==> config.mk <==
export PLATFORM = sky130hd
export DESIGN_NAME = tap_pulse_detector
export DESIGN_NICKNAME = d
export VERILOG_FILES = /design/src/tap_pkg.sv /design/src/tap_pulse_detector.sv
export SDC_FILE = /design/constraint.sdc
export NUM_CORES = 1
export LEC_CHECK = 0
export BUFFER_PORTS_ARGS = -buffer_cell sky130_fd_sc_hd__buf_2
export CORE_MARGIN = 5
export CORE_UTILIZATION = 30
export CTS_CLUSTER_DIAMETER = 40
export DETAILED_ROUTE_END_ITERATION = 10
export REMOVE_ABC_BUFFERS = 1
export SETUP_SLACK_MARGIN = 0.02
export SLEW_MARGIN = 40
export SYNTH_ARGS = -nofsm -noshare
export SYNTH_HDL_FRONTEND = slang
export SYNTH_SLANG_ARGS = --single-unit
export TNS_END_PERCENT = 5
==> constraint.sdc <==
create_clock -name core_clk -period 7.3 [get_ports core_clk]
set_input_delay 0.365 -clock core_clk [delete_from_list [all_inputs] [get_ports core_clk]]
set_output_delay 0.365 -clock core_clk [all_outputs]
set_load 0.05 [all_outputs]
==> src/tap_pkg.sv <==
/*
  Shared constants and types of the tap detector: register offsets, field
  positions, reset values and the carrier structs.
  Assumes a 32-bit AHB-Lite register bus and a 12-bit three-axis sample feed.
*/
package tap_pkg;

  localparam int ACC_W = 12;
  localparam int TMR_W = 8;
  localparam int AXES = 3;

  // register byte offsets
  localparam logic [7:0] OFF_CTRL = 8'h00;
  localparam logic [7:0] OFF_THR_X = 8'h04;
  localparam logic [7:0] OFF_THR_Y = 8'h08;
  localparam logic [7:0] OFF_THR_Z = 8'h0c;
  localparam logic [7:0] OFF_LIMIT = 8'h10;
  localparam logic [7:0] OFF_LATENCY = 8'h14;
  localparam logic [7:0] OFF_WINDOW = 8'h18;
  localparam logic [7:0] OFF_TAP_STAT = 8'h1c;
  localparam logic [7:0] OFF_IRQ_STAT = 8'h20;
  localparam logic [7:0] OFF_IRQ_MASK = 8'h24;

  // field positions
  localparam int CTRL_LATCH = 0;
  localparam int CTRL_IGNLAT = 1;
  localparam int CTRL_SP_LSB = 2;
  localparam int CTRL_DP_LSB = 5;
  localparam int CTRL_W = 8;
  localparam int STAT_W = 6;
  localparam int IRQ_SINGLE = 0;
  localparam int IRQ_DOUBLE = 1;
  localparam int IRQ_W = 2;

  // reset values
  localparam logic [CTRL_W-1:0] CTRL_RST = 8'h01;
  localparam logic [ACC_W-1:0] THR_RST = 12'h100;
  localparam logic [TMR_W-1:0] LIMIT_RST = 8'h06;
  localparam logic [TMR_W-1:0] LATENCY_RST = 8'h0a;
  localparam logic [TMR_W-1:0] WINDOW_RST = 8'h1e;

  // ahb encodings
  localparam logic [1:0] HTRANS_NONSEQ = 2'h2;

  // one three-axis sample, x in slot 0
  typedef struct packed {
    logic [AXES-1:0][ACC_W-1:0] axis;
  } accel_s;

  typedef struct packed {
    logic [AXES-1:0] dpEn;
    logic [AXES-1:0] spEn;
    logic ignoreLat;
    logic latchEn;
  } ctrl_s;

  // tap status word: axis flags, double, single, combined event
  typedef struct packed {
    logic [AXES-1:0] axisHit;
    logic dbl;
    logic single;
    logic evt;
  } tap_stat_s;

  typedef enum logic [0:0] {
    TAP_IDLE,
    TAP_WAIT_SECOND
  } tap_state_e;

endpackage

==> src/tap_pulse_detector.sv <==
/*
  Single and double tap detector with its AHB-Lite register file.
  Assumes samples arrive on core_clk with a one-cycle valid strobe from
  logic in the same domain; all timers count samples, not clock cycles.
*/
// Functional notes
// each axis magnitude is compared with its own threshold; smaller pulses ignored
// with latching on, tap event and its interrupt hold until status read
// latching off: interrupt follows the event, status shows latest event only
// latching off may give several interrupts per tap; latching is advised
// a pulse lasting longer than the time limit is no tap
// single pulse enable per axis; only enabled axes raise single events
// double pulse enable per axis; double taps only on enabled axes
// after a pulse a latency period runs; pulses inside it are ignored
// second-pulse window after a first pulse; later pulses start anew
// ignore-latency option bypasses the latency timer
// combined event flag plus per-axis flags name the triggering axis
module tap_pulse_detector
  import tap_pkg::*;
(
  // clock and reset
  input wire logic core_clk,
  input wire logic sys_rst,
  // sample feed
  input wire logic sampleValid,
  input wire accel_s sample,
  // ahb-lite slave
  input wire logic hsel,
  input wire logic [31:0] haddr,
  input wire logic [1:0] htrans,
  input wire logic hwrite,
  input wire logic [2:0] hsize,
  input wire logic [31:0] hwdata,
  input wire logic hready,
  output logic [31:0] hrdata,
  output logic hreadyout,
  output logic hresp,
  // interrupts
  output logic tapInt,
  output logic irq
);

  // magnitude of a two's complement sample
  function automatic logic [ACC_W-1:0] magOf(input logic [ACC_W-1:0] v);
    magOf = v[ACC_W-1] ? ACC_W'(~v + 1'b1) : v;
  endfunction

  // only the low 256 bytes decode; reads above give zero, writes there are dropped
  function automatic logic inMap(input logic [31:0] a);
    inMap = a[31:8] == 24'h000000;
  endfunction

  ctrl_s ctrl_q, ctrl_d;
  logic [AXES-1:0][ACC_W-1:0] thr_q, thr_d;
  logic [TMR_W-1:0] limit_q, limit_d;
  logic [TMR_W-1:0] latency_q, latency_d;
  logic [TMR_W-1:0] window_q, window_d;
  tap_stat_s stat_q, stat_d;
  logic [IRQ_W-1:0] irqStat_q, irqStat_d;
  logic [IRQ_W-1:0] irqMask_q, irqMask_d;
  logic [31:0] hrdata_q, hrdata_d;
  logic wrPend_q, wrPend_d;
  logic [7:0] wrAddr_q, wrAddr_d;
  logic tapInt_q, tapInt_d;
  logic irq_q, irq_d;
  logic hreadyout_q;
  logic hresp_q;

  logic accept;
  logic rdAccept;
  logic statRead;
  logic [7:0] aOff;

  // address phase decode, zero wait states
  // hsize is not decoded: every register is one whole word
  always_comb begin
    accept = hsel && hready && (htrans == HTRANS_NONSEQ);
    rdAccept = accept && !hwrite;
    aOff = haddr[7:0];
    statRead = rdAccept && (aOff == OFF_TAP_STAT) && inMap(haddr);
  end

  // per-axis pulse qualification
  logic [AXES-1:0] above_q, above_d;
  logic [AXES-1:0] tooLong_q, tooLong_d;
  logic [AXES-1:0][TMR_W-1:0] dur_q, dur_d;
  logic [AXES-1:0] pulse;

  genvar gi;
  generate
    for (gi = 0; gi < AXES; gi++) begin : g_axis
      logic over;
      // a pulse ends when magnitude drops back under threshold
      // the run count stops at the limit, so a long press never wraps back into a tap
      always_comb begin
        over = magOf(sample.axis[gi]) >= thr_q[gi];
        above_d[gi] = above_q[gi];
        tooLong_d[gi] = tooLong_q[gi];
        dur_d[gi] = dur_q[gi];
        pulse[gi] = 1'b0;
        if (sampleValid) begin
          above_d[gi] = over;
          if (over) begin
            if (!above_q[gi]) begin
              dur_d[gi] = TMR_W'(1);
              tooLong_d[gi] = 1'b0;
            end else if (dur_q[gi] >= limit_q) begin
              tooLong_d[gi] = 1'b1;
            end else begin
              dur_d[gi] = dur_q[gi] + 1'b1;
            end
          end else if (above_q[gi]) begin
            pulse[gi] = !tooLong_q[gi];
          end
        end
      end

      always_ff @(posedge core_clk or posedge sys_rst) begin
        if (sys_rst) begin
          above_q[gi] <= 1'b0;
          tooLong_q[gi] <= 1'b0;
          dur_q[gi] <= '0;
        end else begin
          above_q[gi] <= above_d[gi];
          tooLong_q[gi] <= tooLong_d[gi];
          dur_q[gi] <= dur_d[gi];
        end
      end
    end
  endgenerate

  // tap sequencing: latency lockout and second-pulse window
  // lockout counts on even when ignored, so dropping the option resumes it in step
  tap_state_e state_q, state_d;
  logic [TMR_W-1:0] latCnt_q, latCnt_d;
  logic [TMR_W-1:0] winCnt_q, winCnt_d;
  logic [AXES-1:0] live;
  logic [AXES-1:0] singleHit;
  logic [AXES-1:0] doubleHit;
  logic locked;
  logic expired;

  always_comb begin
    state_d = state_q;
    latCnt_d = latCnt_q;
    winCnt_d = winCnt_q;
    singleHit = '0;
    doubleHit = '0;
    locked = (latCnt_q != '0) && !ctrl_q.ignoreLat;
    live = locked ? '0 : pulse;
    expired = (state_q == TAP_WAIT_SECOND) && (winCnt_q >= window_q);
    if (sampleValid) begin
      if (latCnt_q != '0) begin
        latCnt_d = latCnt_q - 1'b1;
      end
      if (state_q == TAP_WAIT_SECOND) begin
        winCnt_d = winCnt_q + 1'b1;
      end
      if (expired) begin
        state_d = TAP_IDLE;
      end
      case (state_q)
        TAP_IDLE: begin
          singleHit = live & ctrl_q.spEn;
          if ((live & ctrl_q.dpEn) != '0) begin
            state_d = TAP_WAIT_SECOND;
            winCnt_d = '0;
          end
        end
        TAP_WAIT_SECOND: begin
          if (expired) begin
            // late pulse counts as a fresh first pulse
            singleHit = live & ctrl_q.spEn;
            if ((live & ctrl_q.dpEn) != '0) begin
              state_d = TAP_WAIT_SECOND;
              winCnt_d = '0;
            end
          end else begin
            doubleHit = live & ctrl_q.dpEn;
            singleHit = (doubleHit == '0) ? (live & ctrl_q.spEn) : '0;
            if (doubleHit != '0) begin
              state_d = TAP_IDLE;
            end
          end
        end
        default: begin
          state_d = TAP_IDLE;
        end
      endcase
      if (live != '0) begin
        latCnt_d = latency_q;
      end
    end
  end

  always_ff @(posedge core_clk or posedge sys_rst) begin
    if (sys_rst) begin
      state_q <= TAP_IDLE;
      latCnt_q <= '0;
      winCnt_q <= '0;
    end else begin
      state_q <= state_d;
      latCnt_q <= latCnt_d;
      winCnt_q <= winCnt_d;
    end
  end

  // tap status: sticky until read when latched, else latest sample only
  // a latched event survives any number of samples; only a status read clears it
  logic anyHit;
  always_comb begin
    anyHit = (singleHit | doubleHit) != '0;
    stat_d = stat_q;
    if (ctrl_q.latchEn) begin
      if (statRead) begin
        stat_d = '0;
      end
      if (anyHit) begin
        // new event wins over a read in the same cycle
        stat_d.evt = 1'b1;
        stat_d.single = stat_q.single | (singleHit != '0);
        stat_d.dbl = stat_q.dbl | (doubleHit != '0);
        stat_d.axisHit = stat_q.axisHit | singleHit | doubleHit;
      end
    end else if (sampleValid) begin
      // unlatched: only the event of this sample shows, can repeat per tap
      stat_d.evt = anyHit;
      stat_d.single = singleHit != '0;
      stat_d.dbl = doubleHit != '0;
      stat_d.axisHit = singleHit | doubleHit;
    end
    tapInt_d = stat_d.evt;
  end

  // interrupt status and mask, write one to clear
  // irq is built from next status and mask, so it never lags the registers
  always_comb begin
    irqStat_d = irqStat_q;
    if (wrPend_q && wrAddr_q == OFF_IRQ_STAT) begin
      irqStat_d = irqStat_q & ~hwdata[IRQ_W-1:0];
    end
    // set wins over a clear in the same cycle
    irqStat_d[IRQ_SINGLE] = irqStat_d[IRQ_SINGLE] | (singleHit != '0);
    irqStat_d[IRQ_DOUBLE] = irqStat_d[IRQ_DOUBLE] | (doubleHit != '0);
    irq_d = (irqStat_d & irqMask_d) != '0;
  end

  // register writes land in the data phase
  always_comb begin
    ctrl_d = ctrl_q;
    thr_d = thr_q;
    limit_d = limit_q;
    latency_d = latency_q;
    window_d = window_q;
    irqMask_d = irqMask_q;
    wrPend_d = accept && hwrite && inMap(haddr);
    wrAddr_d = accept ? aOff : wrAddr_q;
    // read-only and unmapped offsets fall into the default and change nothing
    if (wrPend_q) begin
      case (wrAddr_q)
        OFF_CTRL: ctrl_d = ctrl_s'(hwdata[CTRL_W-1:0]);
        OFF_THR_X: thr_d[0] = hwdata[ACC_W-1:0];
        OFF_THR_Y: thr_d[1] = hwdata[ACC_W-1:0];
        OFF_THR_Z: thr_d[2] = hwdata[ACC_W-1:0];
        OFF_LIMIT: limit_d = hwdata[TMR_W-1:0];
        OFF_LATENCY: latency_d = hwdata[TMR_W-1:0];
        OFF_WINDOW: window_d = hwdata[TMR_W-1:0];
        OFF_IRQ_MASK: irqMask_d = hwdata[IRQ_W-1:0];
        default: begin
        end
      endcase
    end
  end

  // read data captured at the address phase; unmapped reads give zero
  // capturing early costs a register but keeps hrdata straight from a flop
  always_comb begin
    hrdata_d = hrdata_q;
    if (rdAccept) begin
      hrdata_d = '0;
      if (inMap(haddr)) begin
        case (aOff)
          OFF_CTRL: hrdata_d = 32'(ctrl_q);
          OFF_THR_X: hrdata_d = 32'(thr_q[0]);
          OFF_THR_Y: hrdata_d = 32'(thr_q[1]);
          OFF_THR_Z: hrdata_d = 32'(thr_q[2]);
          OFF_LIMIT: hrdata_d = 32'(limit_q);
          OFF_LATENCY: hrdata_d = 32'(latency_q);
          OFF_WINDOW: hrdata_d = 32'(window_q);
          OFF_TAP_STAT: hrdata_d = 32'(stat_q);
          OFF_IRQ_STAT: hrdata_d = 32'(irqStat_q);
          OFF_IRQ_MASK: hrdata_d = 32'(irqMask_q);
          default: hrdata_d = '0;
        endcase
      end
    end
  end

  always_ff @(posedge core_clk or posedge sys_rst) begin
    if (sys_rst) begin
      ctrl_q <= ctrl_s'(CTRL_RST);
      thr_q <= {AXES{THR_RST}};
      limit_q <= LIMIT_RST;
      latency_q <= LATENCY_RST;
      window_q <= WINDOW_RST;
      irqMask_q <= '0;
      irqStat_q <= '0;
      stat_q <= '0;
      hrdata_q <= '0;
      wrPend_q <= 1'b0;
      wrAddr_q <= '0;
      tapInt_q <= 1'b0;
      irq_q <= 1'b0;
      hreadyout_q <= 1'b0;
      hresp_q <= 1'b0;
    end else begin
      ctrl_q <= ctrl_d;
      thr_q <= thr_d;
      limit_q <= limit_d;
      latency_q <= latency_d;
      window_q <= window_d;
      irqMask_q <= irqMask_d;
      irqStat_q <= irqStat_d;
      stat_q <= stat_d;
      hrdata_q <= hrdata_d;
      wrPend_q <= wrPend_d;
      wrAddr_q <= wrAddr_d;
      tapInt_q <= tapInt_d;
      irq_q <= irq_d;
      hreadyout_q <= 1'b1; // never stalls
      hresp_q <= 1'b0; // every transfer answers okay
    end
  end

  assign hrdata = hrdata_q;
  assign hreadyout = hreadyout_q;
  // hreadyout stays low in reset, so no transfer is taken before registers settle
  assign hresp = hresp_q;
  assign tapInt = tapInt_q;
  assign irq = irq_q;

endmodule

== After elaboration in Yosys (flattened, before gate mapping) ==
Cells that the tools add are included.

* Register bits: 168
* Input bits: 111

* Equal/unequal tests: 25
* $lt $le $gt $ge: 7
* Multiplexer cells: 52
* Bitwise operators: 16
* $add $sub $neg: 8
* Reductions and logical operators: 43

{| class="wikitable"
|+ Operator list
! operator !! count
|-
| one-hot mux 12 bit (10 select lines) || 1
|-
| two-way mux 8 bit || 11
|-
| == test 8 x 5 -> 1 bit (second input constant) || 7
|-
| two-way mux 12 bit || 4
|-
| adder 12 x 1 -> 12 bit (second input constant) || 3
|-
| greater-or-equal comparator 12 bit || 3
|-
| NOT 12 bit || 3
|-
| adder 8 x 1 -> 8 bit (second input constant) || 4
|-
| == test 8 x 4 -> 1 bit (second input constant) || 4
|-
| == test 8 x 6 -> 1 bit (second input constant) || 4
|-
| greater-or-equal comparator 8 bit || 4
|-
| logical NOT 24 bit || 1
|-
| two-way mux 6 bit || 4
|-
| two-way mux 3 bit || 7
|-
| two-way mux 1 bit || 19
|-
| AND reduction 2 bit || 9
|-
| AND reduction 3 bit || 6
|-
| == test 8 x 3 -> 1 bit (second input constant) || 2
|-
| logical NOT 8 bit || 2
|-
| one-hot mux 8 bit (2 select lines) || 1
|-
| nonzero test 3 bit || 5
|-
| logical AND 1 bit || 10
|-
| OR 3 bit || 3
|-
| nonzero test 8 bit || 1
|-
| other kinds (16) || 33
|}

== Longest topological paths before layout ==
* Word-level depth: 17
* Gate-level depth with buffers: 16
* Gate-level depth less buffers: 15

== Least setup slack after synthesis ==
OpenSTA, ideal clock, no wires.

* Path kind: input-to-reg
* From: input port sample[5] in the netlist's numbering
* To: register dur_q[6] in the netlist's numbering
* Stages on the path: 13
* Slack: 3.940 ns
* Buffers on the path: 0
* Data arrival time: 3.283 ns
* Cells stage by stage: or4_1 -> nor4_1 -> inv_1 -> o31ai_1 -> xnor2_1 -> ha_1 -> nand2_1 -> o21ai_0 -> o21bai_2 -> nand2_1 -> a21o_1 -> or4_1 -> a21oi_1

* Longest elaborated chain between the ends: 5

{| class="wikitable"
|+ RTL lines
! item !! line !! text
|-
| from (decl) || tap_pulse_detector.sv:26 || <nowiki>input wire accel_s sample,</nowiki>
|-
| NOT 12 bit || tap_pulse_detector.sv:45 || <nowiki>magOf = v[ACC_W-1] ? ACC_W'(~v + 1'b1) : v;</nowiki>
|-
| adder 12 x 1 -> 12 bit || tap_pulse_detector.sv:45 ||
|-
| two-way mux 12 bit (*) || tap_pulse_detector.sv:45 ||
|-
| greater-or-equal comparator 12 bit (*) || tap_pulse_detector.sv:96 || <nowiki>over = magOf(sample.axis[gi]) >= thr_q[gi];</nowiki>
|-
| AND reduction 3 bit (no source line) (*) || -- ||
|-
| to (signal, indexed assignment) || tap_pulse_detector.sv:126 || <nowiki>dur_q[gi] <= dur_d[gi];</nowiki>
|-
| to (decl) || tap_pulse_detector.sv:86 || <nowiki>logic [AXES-1:0][TMR_W-1:0] dur_q, dur_d;</nowiki>
|}

Every way passes the cells marked *; elsewhere a longest branch is shown, timed or not.
A chain may end at the register's enable or synchronous reset.

== Worst setup path in the final report ==
* From: input port sample[15] in the netlist's numbering
* To: register dur_q[13] in the netlist's numbering

The elaborated chain is that of the path after synthesis.

==> results.cfg <==
[grt]
grt_pass1_wl_um = 41100
antenna_found_initial = 1
grt_max_degree = 89
grt_pass1_vias = 7585
grt_overflow = 0
gr-usage-all-layers = 0.145

[cells_and_area]
regArea_sq_um = 3720
multi_input_area_sq_um = 5270
layout.cells.most_common = dfrtp_1
drive_gt1_frac = 0.210
final_cell_mix = 136 x dfrtp_1, 106 x nand2_1, 102 x buf_2
nets = 1288
antennaDiodeCount = 0
num-fill-cells = 3192
post-route-cell-area_sq_um = 11000
area_delta_synth_final_pct = 16.2

[detailed_routing]
routed.top_layer = met5
vias = 7801
routed-wl-met2_um = 12200
drt-met1-wl_um = 11200
via_per_inst = 5.15
wl_per_cell_um = 17.0
drt_iter0_drc = 553
drc = 0
wirelength_um = 25700
postRouteAntennaNets = 0
drtPass1Iterations = 5
wl_met3_um = 1620

[floorplanning]
start_util = 0.302
io-pin-count = 147
die_w_um = 188
coreArea_sq_um = 31400
die_h_um = 188
die_area_sq_um = 35200
rows = 65

[clocking]
hold_buffers = 0
ctsRootBufferMaster = clkbuf_16
clkSinkCount = 148
clkTransAtPathRegs_ns = 0.06
cts_buffer_depth = 2
insertion_delay_ns = 0.42
postCtsSetupBuffers = 0
cts-htree-levels = 4
cts-buffers-inserted = 17
cts_tree = built
cts_resized = 0

[yosys]
synth-main-ff-cell = dfrtp_1
synth_cells = 998
synth_seq_cells = 148
synth_compound_area_frac = 0.171
synth_top_family_by_area = compound AO/OA/AOI/OAI gates
synth_simple_gate_area_frac = 0.157
synth_warnings = 0
synth_xor_area_frac = 0.0342
synth-edff-count = 0
syn-cell-area_sq_um = 9470
seq_area_frac_synth = 0.393
synth_cell_types = 72
ys_async_sr_fraction = 1.00
yosys.area_share.adder = 0.102
syn_avg_cell_area_sq_um = 9.49
synthMuxAreaShare = 0.0835

[sta]
rsz0062_at_grt = no
hold_violations = 0
finalSetupViolCount = 0
worst_pin_slew_ns = 0.925
final.period_utilization = 0.522
timing.fmax_mhz = 263
drv_slew = 0
timing.final.ws_setup_ns = 3.49
slew_headroom = 0.381
period_minus_slack_ns = 3.81
finalSetupTns_ns = 0
fin_skew_ns = 0.00866

[power]
vdd_drop_max_mv = 0.176
p_per_area_nw_per_um2 = 229
leakage_nw = 5.12

[setup_path]
arrival_ns = 4.15
worst_setup_path_end_kind = register
crit_fanout = 14
startpoint_type = input pin
worst_ep_required_time_ns = 7.65
path_class = input pin to register
r2r_cells = 8

[hold_path]
hold_class = input pin to asynchronous set/reset pin

[placed_design]
dp_hpwl_um = 19500
placed_cell_area_sq_um = 10400
gp_congestion = 0.887
pre_cts_ws_ns = 3.06
portBuffers = 102

[flow_run]
maxCapViolCount = 0

[run_status]
status = finished clean
cell usage after synthesis (13+ instances only):
cell type	n	area share
dfrtp_1	136	0.36
nand2_1	106	0.042
inv_1	84	0.033
a22oi_1	16	0.013
xnor2_1	32	0.030
nor4_1	16	0.011
a21o_1	16	0.013
nor2_1	43	0.017
nor3_1	24	0.013
clkbuf_1	20	0.0079
mux2_2	64	0.076
ha_1	77	0.10
buf_4	22	0.017
nand3_1	19	0.010
o31ai_1	13	0.010
a21oi_1	38	0.020
o21ai_0	81	0.043
layer usage:
layer / up-vias / track usage
met5: - / 0
met4: 2 / 0.0460
met3: 38 / 0.0326
met2: 218 / 0.241
met1: 3755 / 0.190
li1: 3788 / -
where the power goes:
part           switching, W  leakage, nW  total [W]  internal, W
clock              0.000353        0.306   0.000958     0.000605
combinational      0.000306         3.00   0.000517     0.000211
sequential         0.000120         1.81    0.00104     0.000921
path summary, 6_finish.rpt:
kind                                        from                    end  slack (ns)
hold reg to reg            hrdata[1]$_DFFE_PP0P_  hrdata[1]$_DFFE_PP0P_        0.48
setup / recovery                      sample[15]  dur_q[13]$_DFFE_PP0P_        3.49
max in group asynchronous                sys_rst  thr_q[32]$_DFFE_PP1P_        6.28
setup reg to reg           thr_q[23]$_DFFE_PP0P_  dur_q[13]$_DFFE_PP0P_        4.33
hold / removal                           sys_rst    hreadyout$_DFF_PP0_       0.004
min in group core_clk                     hwrite     wrPend_q$_DFF_PP0_        0.20
per-stage QoR:
stage	hold WS (ns)	total power, W	util	instances
4_1_cts	0.0376	0.00254	0.350	1515
6_report	0.00439	0.00252	0.351	1515
5_1_grt	0.0746	0.00266	0.351	1515
3_3_place_gp	0.463	0.00156	0.330	1483
2_1_floorplan	0.452	0.00140	-	974
3_5_place_dp	0.465	0.00157	0.330	1483
state kept, by name, indices dropped and copies added (netlist names):
name	cells
above_q	3
ctrl_q	8
dur_q	24
hrdata	12
hreadyout	1
irq	1
irqMask_q	2
irqStat_q	2
latCnt_q	8
latency_q	8
limit_q	8
stat_q	5
state_q	1
tapInt	1
thr_q	36
tooLong_q	3
winCnt_q	8
window_q	8
wrAddr_q	8
wrPend_q	1
layout make-up:
| cell class | count | share of cell area |
|---|---|---|
| sequential | 148 | 0.338 |
| clock inverter | 14 | 0.0191 |
| clock buffer | 18 | 0.0390 |
| tap | 402 | 0.0457 |
| multi-input combinational | 742 | 0.479 |
| inverter | 84 | 0.0293 |
| timing repair buffer | 107 | 0.0501 |
critical path: stages:
cell and delay [ns]:
buf_2 0.13, or4_1 0.58, nor4_1 0.19, inv_1 0.10, o31ai_1 0.25, xnor2_1 0.11
ha_1 0.29, nand2_1 0.05, o21ai_0 0.56, o21ai_1 0.34, o21bai_1 0.45, or4_1 0.58
a21oi_1 0.15
kinds of logic after synthesis:
group | count (synthesis)
AO/OA/AOI/OAI | 245
XOR/XNOR | 37
adder cells (fa/ha/maj) | 77
buffers and inverters | 128
flip-flops | 148
multiplexers | 71
other | 2
AND/OR/NAND/NOR | 290
Power figures use the tool's default switching activity.
